`src/ess_regs.vh`:
```
`ifndef ESS_REGS_VH
`define ESS_REGS_VH
// Frame layout
`define ESS_FRAME_BITS      16
`define ESS_CNT_W           5
`define ESS_RW_BIT          15
`define ESS_PAR_BIT         0
`define ESS_EF_BIT          1
`define ESS_ALM_LO_BIT      14
`define ESS_ALM_HI_BIT      15
// Register locations (14-bit address field)
`define ESS_ADDR_NOP        14'h0000
`define ESS_ADDR_CLR_EF     14'h3380
`define ESS_ADDR_SW_RESET   14'h3C00
`define ESS_ADDR_MASTER_RST 14'h33A5
`define ESS_ADDR_AGC        14'h3FF8
`define ESS_ADDR_ANGLE      14'h3FFF
`define ESS_ADDR_STATUS     14'h335A
`define ESS_ADDR_SYSCFG1    14'h3F20
// Error status word bit positions
`define ESS_ST_PARITY       0
`define ESS_ST_CLKCNT       1
`define ESS_ST_ADDR         2
`define ESS_ST_HANDSHAKE    4
`define ESS_ST_BUSY         5
`define ESS_ST_HALL_OV      8
`define ESS_ST_SOLVER_OV    9
`define ESS_ST_RANGE        10
`define ESS_ST_DSP_LO       11
`define ESS_ST_DSP_HI       12
`define ESS_ST_RESET        14'h0000
`define ESS_ST_SOFT_MASK    14'h0007
// Software reset data: spi-reset bit
`define ESS_RES_SPI_BIT     6
// Gain limits and reset
`define ESS_AGC_MIN         6'h00
`define ESS_AGC_MAX         6'h3F
`define ESS_AGC_RESET       6'h20
// Identity code is arbitrary
`define ESS_CHIP_ID         3'h5
`define ESS_RESOLUTION      2'h1
`endif

```
`src/ess_sync.v`:
```
`timescale 1ns/1ps
// Two-flop synchroniser, one per bit
module ess_sync #(
	parameter W = 1
) (
	input  wire         clk_i,
	input  wire         rst_i,
	input  wire         ce_i,
	input  wire [W-1:0] d_i,
	output wire [W-1:0] q_o
);
	genvar g;
	generate
		for (g = 0; g < W; g = g + 1) begin : g_bit
			reg meta_r;
			reg sync_r;
			always @(posedge clk_i) begin
				if (rst_i) begin
					meta_r <= 1'b0;
					sync_r <= 1'b0;
				end else if (ce_i) begin
					meta_r <= d_i[g];
					sync_r <= meta_r;
				end
			end
			assign q_o[g] = sync_r;
		end
	endgenerate
endmodule // ess_sync

```
`src/ess_spi_monitor.v`:
```
`timescale 1ns/1ps
`include "ess_regs.vh"
module ess_spi_monitor (
	input  wire       clk_i,
	input  wire       rst_i,
	input  wire       ce_i,
	input  wire       sck_i,
	input  wire       ss_n_i,
	input  wire       mosi_i,
	output wire       miso_o,
	output wire       miso_oe_o,
	input  wire       wire_mode_i,
	input  wire [5:0] gain_level_i,
	input  wire       measure_done_i,
	input  wire       sleep_i,
	input  wire       hall_overflow_i,
	input  wire       solver_overflow_i,
	input  wire       range_drop_i,
	input  wire [9:0] angle_i,
	output wire       angle_request_o,
	output wire       four_wire_o,
	output wire       soft_reset_o,
	output wire [5:0] gain_setting_o,
	output wire [13:0] fault_status_o
);
	// clock and select come from the master, sampled here
	wire [2:0] pin_s;
	ess_sync #(.W(3)) u_sync (
		.clk_i (clk_i),
		.rst_i (rst_i),
		.ce_i  (ce_i),
		.d_i   ({sck_i, ~ss_n_i, mosi_i}),
		.q_o   (pin_s)
	);
	// Select passes inverted so the synchroniser's reset value means idle, no false frame
	wire sck_s  = pin_s[2];
	wire ss_n_s = ~pin_s[1];
	wire mosi_s = pin_s[0];

	reg                   sck_d_r;
	reg                   ss_d_r;
	reg [`ESS_CNT_W-1:0]  bit_cnt_r;
	reg [15:0]            rx_r;
	reg [15:0]            tx_r;
	reg [15:0]            resp_r;
	reg                   miso_r;
	reg                   frame_fault_flag_r;
	reg                   parity_fault_r;
	reg                   clock_count_fault_r;
	reg                   bad_location_fault_r;
	reg                   measure_handshake_flag_r;
	reg                   hall_converter_overflow_r;
	reg                   solver_overflow_r;
	reg                   current_source_range_fault_r;
	reg                   four_wire_r;
	reg                   mode_armed_r;
	reg                   soft_reset_r;
	reg                   soft_pending_r;
	reg                   soft_spi_r;
	reg                   angle_req_r;
	reg [5:0]             gain_r;
	reg [13:0]            wr_addr_r;
	reg                   wr_pending_r;

	wire sck_fall = sck_d_r & ~sck_s;
	wire sck_rise = ~sck_d_r & sck_s;
	wire ss_rise  = ~ss_d_r & ss_n_s;
	wire active   = ~ss_n_s;

	wire dsp_weak_field_alarm   = (gain_level_i <= `ESS_AGC_MIN);
	wire dsp_strong_field_alarm = (gain_level_i >= `ESS_AGC_MAX);

	wire [13:0] status_word = {1'b0,
		dsp_strong_field_alarm,
		dsp_weak_field_alarm,
		current_source_range_fault_r,
		solver_overflow_r,
		hall_converter_overflow_r,
		2'b00,
		~sleep_i,
		measure_handshake_flag_r,
		1'b0,
		bad_location_fault_r,
		clock_count_fault_r,
		parity_fault_r};

	// Flags that count as "an error occurred"; busy is a state, not a fault
	wire any_error = parity_fault_r | clock_count_fault_r | bad_location_fault_r |
		hall_converter_overflow_r | solver_overflow_r | current_source_range_fault_r |
		dsp_weak_field_alarm | dsp_strong_field_alarm;

	reg gain_upper_alarm;
	reg gain_lower_alarm;
	always @* begin
		if (frame_fault_flag_r | parity_fault_r | clock_count_fault_r |
			bad_location_fault_r | hall_converter_overflow_r | solver_overflow_r |
			current_source_range_fault_r) begin
			gain_upper_alarm = 1'b1;
			gain_lower_alarm = 1'b1;
		end else if (dsp_weak_field_alarm) begin
			gain_upper_alarm = 1'b0;
			gain_lower_alarm = 1'b1;
		end else if (dsp_strong_field_alarm) begin
			gain_upper_alarm = 1'b1;
			gain_lower_alarm = 1'b0;
		end else begin
			gain_upper_alarm = 1'b0;
			gain_lower_alarm = 1'b0;
		end
	end

	// Frame decode at select release
	wire        full_frame = (bit_cnt_r == `ESS_FRAME_BITS);
	wire        par_ok     = ~(^rx_r); // even parity over whole frame
	wire        is_read    = rx_r[`ESS_RW_BIT];
	wire [13:0] addr       = rx_r[14:1];
	wire        addr_known = (addr == `ESS_ADDR_NOP) || (addr == `ESS_ADDR_CLR_EF) ||
		(addr == `ESS_ADDR_SW_RESET) || (addr == `ESS_ADDR_MASTER_RST) ||
		(addr == `ESS_ADDR_AGC) || (addr == `ESS_ADDR_ANGLE) ||
		(addr == `ESS_ADDR_STATUS) || (addr == `ESS_ADDR_SYSCFG1);
	wire        good       = full_frame & par_ok;
	wire        do_clear   = good & ~wr_pending_r & is_read & (addr == `ESS_ADDR_CLR_EF);
	wire        bad_cmd    = good & ~wr_pending_r & ~addr_known;

	// Read data for the next frame
	reg [13:0] rd_data;
	always @* begin
		case (addr)
			`ESS_ADDR_ANGLE:   rd_data = {gain_upper_alarm, gain_lower_alarm, 2'b00, angle_i};
			`ESS_ADDR_AGC:     rd_data = {8'h00, gain_r};
			`ESS_ADDR_STATUS:  rd_data = status_word;
			`ESS_ADDR_SYSCFG1: rd_data = {`ESS_RESOLUTION, `ESS_CHIP_ID, 9'h000};
			default:           rd_data = 14'h0000;
		endcase
	end

	function [15:0] with_par;
		input [14:0] v;
		begin
			with_par = {v, ^v};
		end
	endfunction

	always @(posedge clk_i) begin
		if (rst_i) begin
			sck_d_r                      <= 1'b0;
			ss_d_r                       <= 1'b1;
			bit_cnt_r                    <= {`ESS_CNT_W{1'b0}};
			rx_r                         <= 16'h0000;
			tx_r                         <= 16'h0000;
			resp_r                       <= 16'h0000;
			miso_r                       <= 1'b0;
			frame_fault_flag_r           <= 1'b0;
			parity_fault_r               <= 1'b0;
			clock_count_fault_r          <= 1'b0;
			bad_location_fault_r         <= 1'b0;
			measure_handshake_flag_r     <= 1'b0;
			hall_converter_overflow_r    <= 1'b0;
			solver_overflow_r            <= 1'b0;
			current_source_range_fault_r <= 1'b0;
			four_wire_r                  <= 1'b0;
			mode_armed_r                 <= 1'b1;
			soft_reset_r                 <= 1'b0;
			soft_pending_r               <= 1'b0;
			soft_spi_r                   <= 1'b0;
			angle_req_r                  <= 1'b0;
			gain_r                       <= `ESS_AGC_RESET;
			wr_addr_r                    <= 14'h0000;
			wr_pending_r                 <= 1'b0;
		end else if (ce_i) begin
			sck_d_r      <= sck_s;
			ss_d_r       <= ss_n_s;
			soft_reset_r <= 1'b0;
			angle_req_r  <= 1'b0;
			// wire mode caught after release of power-on or soft reset
			if (mode_armed_r) begin
				four_wire_r  <= wire_mode_i;
				mode_armed_r <= 1'b0;
			end
			if (hall_overflow_i)
				hall_converter_overflow_r <= 1'b1;
			if (solver_overflow_i)
				solver_overflow_r <= 1'b1;
			if (range_drop_i)
				current_source_range_fault_r <= 1'b1;
			// deadlock leaves the flag high since done never comes
			if (measure_done_i)
				measure_handshake_flag_r <= 1'b0;
			if (active && sck_fall) begin
				rx_r      <= {rx_r[14:0], mosi_s};
				bit_cnt_r <= (bit_cnt_r == 5'h1F) ? bit_cnt_r : bit_cnt_r + 5'h01;
			end
			if (active && sck_rise) begin
				miso_r <= tx_r[15];
				tx_r   <= {tx_r[14:0], 1'b0};
			end
			if (ss_d_r && !ss_n_s) begin
				tx_r      <= resp_r;
				bit_cnt_r <= {`ESS_CNT_W{1'b0}};
			end
			if (ss_rise) begin
				bit_cnt_r <= {`ESS_CNT_W{1'b0}};
				if (!full_frame)
					clock_count_fault_r <= 1'b1;
				if (full_frame && !par_ok)
					parity_fault_r <= 1'b1;
				if (bad_cmd)
					bad_location_fault_r <= 1'b1;
				// set wins over clear in the same frame
				if (!good || bad_cmd)
					frame_fault_flag_r <= 1'b1;
				else if (do_clear)
					frame_fault_flag_r <= 1'b0;
				if (good && wr_pending_r) begin
					// Data frame of a write
					wr_pending_r <= 1'b0;
					resp_r <= with_par({1'b0, rx_r[14:1]});
					if (wr_addr_r == `ESS_ADDR_AGC)
						gain_r <= rx_r[6:1];
					if (wr_addr_r == `ESS_ADDR_SW_RESET) begin
						soft_pending_r <= 1'b1;
						soft_spi_r     <= rx_r[`ESS_RES_SPI_BIT];
					end
				end else if (good && !bad_cmd) begin
					if (do_clear) begin
						resp_r <= 16'h0000;
						parity_fault_r       <= 1'b0;
						clock_count_fault_r  <= 1'b0;
						bad_location_fault_r <= 1'b0;
					end else if (is_read) begin
						// fault flag in bit 1 of every read answer except the clear-fault read, which answers all zeros
						resp_r <= {rd_data, frame_fault_flag_r,
							^{rd_data, frame_fault_flag_r}};
						if (addr == `ESS_ADDR_ANGLE) begin
							measure_handshake_flag_r <= 1'b1;
							angle_req_r              <= 1'b1;
						end
					end else begin
						resp_r <= 16'h0000;
						if (addr != `ESS_ADDR_NOP) begin
							wr_pending_r <= 1'b1;
							wr_addr_r    <= addr;
						end
					end
				end else begin
					wr_pending_r <= 1'b0;
				end
			end
			// Soft reset takes effect after its data frame closes
			if (soft_pending_r && ss_n_s) begin
				soft_pending_r <= 1'b0;
				soft_reset_r   <= 1'b1;
				mode_armed_r   <= 1'b1;
				gain_r         <= `ESS_AGC_RESET;
				// A fault arriving in the clear cycle still wins
				hall_converter_overflow_r    <= hall_overflow_i;
				solver_overflow_r            <= solver_overflow_i;
				current_source_range_fault_r <= range_drop_i;
				measure_handshake_flag_r     <= 1'b0;
				if (soft_spi_r) begin
					frame_fault_flag_r   <= 1'b0;
					parity_fault_r       <= 1'b0;
					clock_count_fault_r  <= 1'b0;
					bad_location_fault_r <= 1'b0;
					resp_r               <= 16'h0000;
				end
			end
		end
	end

	// MISO drives only inside a frame, and only in four-wire mode
	assign miso_o          = miso_r;
	assign miso_oe_o       = active & four_wire_r;
	assign angle_request_o = angle_req_r;
	assign four_wire_o     = four_wire_r;
	assign soft_reset_o    = soft_reset_r;
	assign gain_setting_o  = gain_r;
	assign fault_status_o  = status_word;
	wire unused_any = any_error;
endmodule // ess_spi_monitor

```
`config.mk`:
```
export PLATFORM = sky130hd
export DESIGN_NAME = ess_spi_monitor
export DESIGN_NICKNAME = d
export VERILOG_FILES = /design/src/ess_sync.v /design/src/ess_spi_monitor.v
export VERILOG_INCLUDE_DIRS = /design/src
export SDC_FILE = /design/constraint.sdc
export NUM_CORES = 1
export LEC_CHECK = 0
export ABC_AREA = 0
export BUFFER_PORTS_ARGS = -buffer_cell sky130_fd_sc_hd__buf_2
export CORE_ASPECT_RATIO = 0.9
export CORE_UTILIZATION = 40
export DETAILED_ROUTE_END_ITERATION = 12
export HOLD_SLACK_MARGIN = 0.15
export RECOVER_POWER = 100
export SETUP_SLACK_MARGIN = 0.5
export SYNTH_ARGS = -nofsm -noshare
export SYNTH_HDL_FRONTEND = slang
export SYNTH_SLANG_ARGS = --single-unit
export TNS_END_PERCENT = 20
```
`constraint.sdc`:
```
create_clock -name clk_i -period 3.3 [get_ports clk_i]
set_input_delay 0.495 -clock clk_i [delete_from_list [all_inputs] [get_ports clk_i]]
set_output_delay 0.495 -clock clk_i [all_outputs]
set_load 0.02 [all_outputs]
```
==> impl_metrics.py <==
metrics = {
    "placement": {
        "dpl-instance-area_mm2": 0.00555,
        "dp_hpwl_um": 10600,
        "io_buffers": 48,
        "place_congestion": 0.876,
        "post-place-ws_ns": 0.161,
        "dpl.cell_count": 800,
    },
    "floorplanning": {
        "ios": 53,
        "start_util": 0.410,
        "rows": 39,
        "dieHeight_um": 110,
        "die_w_um": 122,
        "dieArea_mm2": 0.0134,
        "core-area_mm2": 0.0126,
    },
    "global_routing": {
        "grt_max_degree": 75,
        "grt_pass1_vias": 4151,
        "grt_overflow_total": 0,
        "grt_usage": 0.223,
        "antenna_found_initial": 0,
        "grt_pass1_wl_um": 22400,
    },
    "yosys": {
        "synth_commonest_cells": "dfxtp_1, nand2_1, nor2_1",
        "yosys.area.top_type": "dfxtp_1",
        "postSynthAreaPerCell_um2": 8.47,
        "ys_ff_latch": 97,
        "synth_area_leaders": "dfxtp_1, ha_1, nand2_1",
        "synth_edf_count": 0,
        "synth_most_common_cell": "dfxtp_1",
        "synthCells": 611,
        "netlist_area_mm2": 0.00518,
        "synth-async-reset-ratio": 0,
        "yosysWarnings": 0,
        "yosys.area.top_type_share": 0.375,
        "ys_types": 65,
        "yosysSeqAreaShare": 0.375,
        "ys.flop_type": "dfxtp_1",
    },
    "route": {
        "drc": 0,
        "dr.pass1.iters": 5,
        "drt_iter0_markers": 273,
        "num_vias": 4614,
        "wl_per_cell_um": 17.8,
        "totalWireLength_um": 14700,
        "ant_nets": 0,
        "viasPerCell": 5.57,
    },
    "cells_and_area": {
        "ff_latch_area_mm2": 0.00198,
        "fin_cells": 828,
        "syn_to_final_growth_pct": 16.1,
        "fillers": 1236,
        "multi_input_area_mm2": 0.00300,
        "n_antenna_cell": 0,
        "fin_area_mm2": 0.00601,
        "num-nets-final": 714,
        "drive_gt1_frac": 0.167,
        "fin_util": 0.475,
    },
    "clocking": {
        "clk_pin_slew_ns": 0.07,
        "htree_levels": 3,
        "cts_buffers": 9,
        "clockRootBuffer": "clkbuf_16",
        "clock-sinks": 97,
        "cts_tree": "done",
        "clk_latency_ns": 0.35,
        "cts_buffer_depth": 2,
        "hold_buffers": 0,
    },
    "timing": {
        "fin_crit_sh": 0.881,
        "hold_ws_ns": 0.320,
        "skew_ns": 0.00596,
        "fin_crit_ns": 2.91,
        "slew_headroom": 0.0158,
        "finalHoldViolCount": 0,
        "max_freq_mhz": 344,
        "worstMarginPinSlew_ns": 1.48,
        "fin_tns_setup_ns": 0,
        "rsz0062_at_grt": "yes",
        "setup_violations": 0,
        "setup_slack_ns": 0.393,
        "slew_viol_final": 0,
    },
    "power": {
        "leakagePower_nw": 2.17,
        "p_total_mw": 2.38,
        "p_per_area_mw_per_mm2": 395,
        "max-vdd-ir-drop_mv": 0.256,
    },
    "setup_path": {
        "critical_path_required_ns": 3.55,
        "critPathCaptureType": "register",
        "criticalPathCategory": "register to register",
        "startpoint_type": "register",
        "worstPathArrival_ns": 3.16,
        "crit_fanout": 8,
    },
    "run_status": {
        "status": "completed",
    },
    "run": {
        "cap_violations": 0,
    },
    "hold_path": {
        "hp-class": "input port to register",
    },
}
cell families after synthesis:
group | after synthesis | synth area share
AND/OR/NAND/NOR | 241 | 0.223
AO/OA/AOI/OAI | 124 | 0.168
flip-flops | 97 | 0.375
buffers and inverters | 69 | 0.0662
XOR/XNOR | 31 | 0.0619
adder cells (fa/ha/maj) | 25 | 0.0604
multiplexers | 23 | 0.0445
other | 1 | 0.000724
cells in the final DEF (no fill, tap or decap), drive strengths merged, types with 11 or more instances in the layout:
cell	count
a22oi	23
inv	22
xnor2	23
ha	25
nand3	31
a311oi	15
mux2i	23
clkbuf	42
nor2	74
a21oi	36
buf	52
nor3	11
dfxtp	97
nand2	78
o21ai	22
routing by layer:
metal	GRT usage	part of all wire	wire length, um	up-vias
met5	0	0	0	-
li1	-	-	-	2232
met4	0.0952	0.023	331	0
met2	0.361	0.47	6980	104
met1	0.291	0.46	6820	2261
met3	0.0399	0.039	578	17
registers in the layout, indices dropped and copies added, names as in the netlist, 3 cells and up:
signal / flops
gain_setting_o: 6
u_sync.g_bit.sync_r: 3
u_sync.g_bit.meta_r: 3
tx_r: 16
wr_addr_r: 14
rx_r: 16
resp_r: 16
bit_cnt_r: 5
worst paths after layout:
kind | startpoint | end | slack, ns | cells after the start
setup / recovery | rx_r[14]$_SDFFE_PP0P_ | measure_handshake_flag_r$_SDFFE_PP0P_ | 0.39 | 13
setup reg to reg | rx_r[14]$_SDFFE_PP0P_ | measure_handshake_flag_r$_SDFFE_PP0P_ | 0.39 | 13
hold reg to reg | resp_r[12]$_SDFFE_PP0P_ | resp_r[12]$_SDFFE_PP0P_ | 0.45 | 2
hold / removal | ss_n_i | u_sync.g_bit[1].meta_r$_SDFFE_PP0P_ | 0.32 | 2
where the power goes:
group,switching (mW),internal [mW],total (mW)
clock network,0.447,0.623,1.07
registers,0.0130,1.18,1.19
logic,0.0777,0.0375,0.115
final cells by class:
cell class              instances  share of cell area
multi-input cells             448               0.499
flip-flops and latches         97               0.329
repair buffers                 82              0.0733
clock buffers                  12              0.0427
well taps                     164              0.0342
inverters                      23              0.0150
clock inverters                 2             0.00646
critical path: stages, from the launching register on:
cell	delay [ns]
dfxtp_1	0.34
buf_4	0.16
inv_1	0.09
ha_1	0.18
a22o_1	0.14
nand3_1	0.07
a21oi_1	0.15
nor4_1	0.08
clkbuf_1	0.17
or4_1	0.76
nor3_4	0.30
buf_4	0.16
nand2_1	0.05
a21oi_1	0.14
timing repair:
item | CTS | global route
buffers inserted | 6 | 8
pin swaps | 4 | 8
resized for setup | 16 | 21
hold endpoints to repair | 0 | 0
endpoints found under the setup margin | 34 | 21
(Power assumes the default switching activity.)
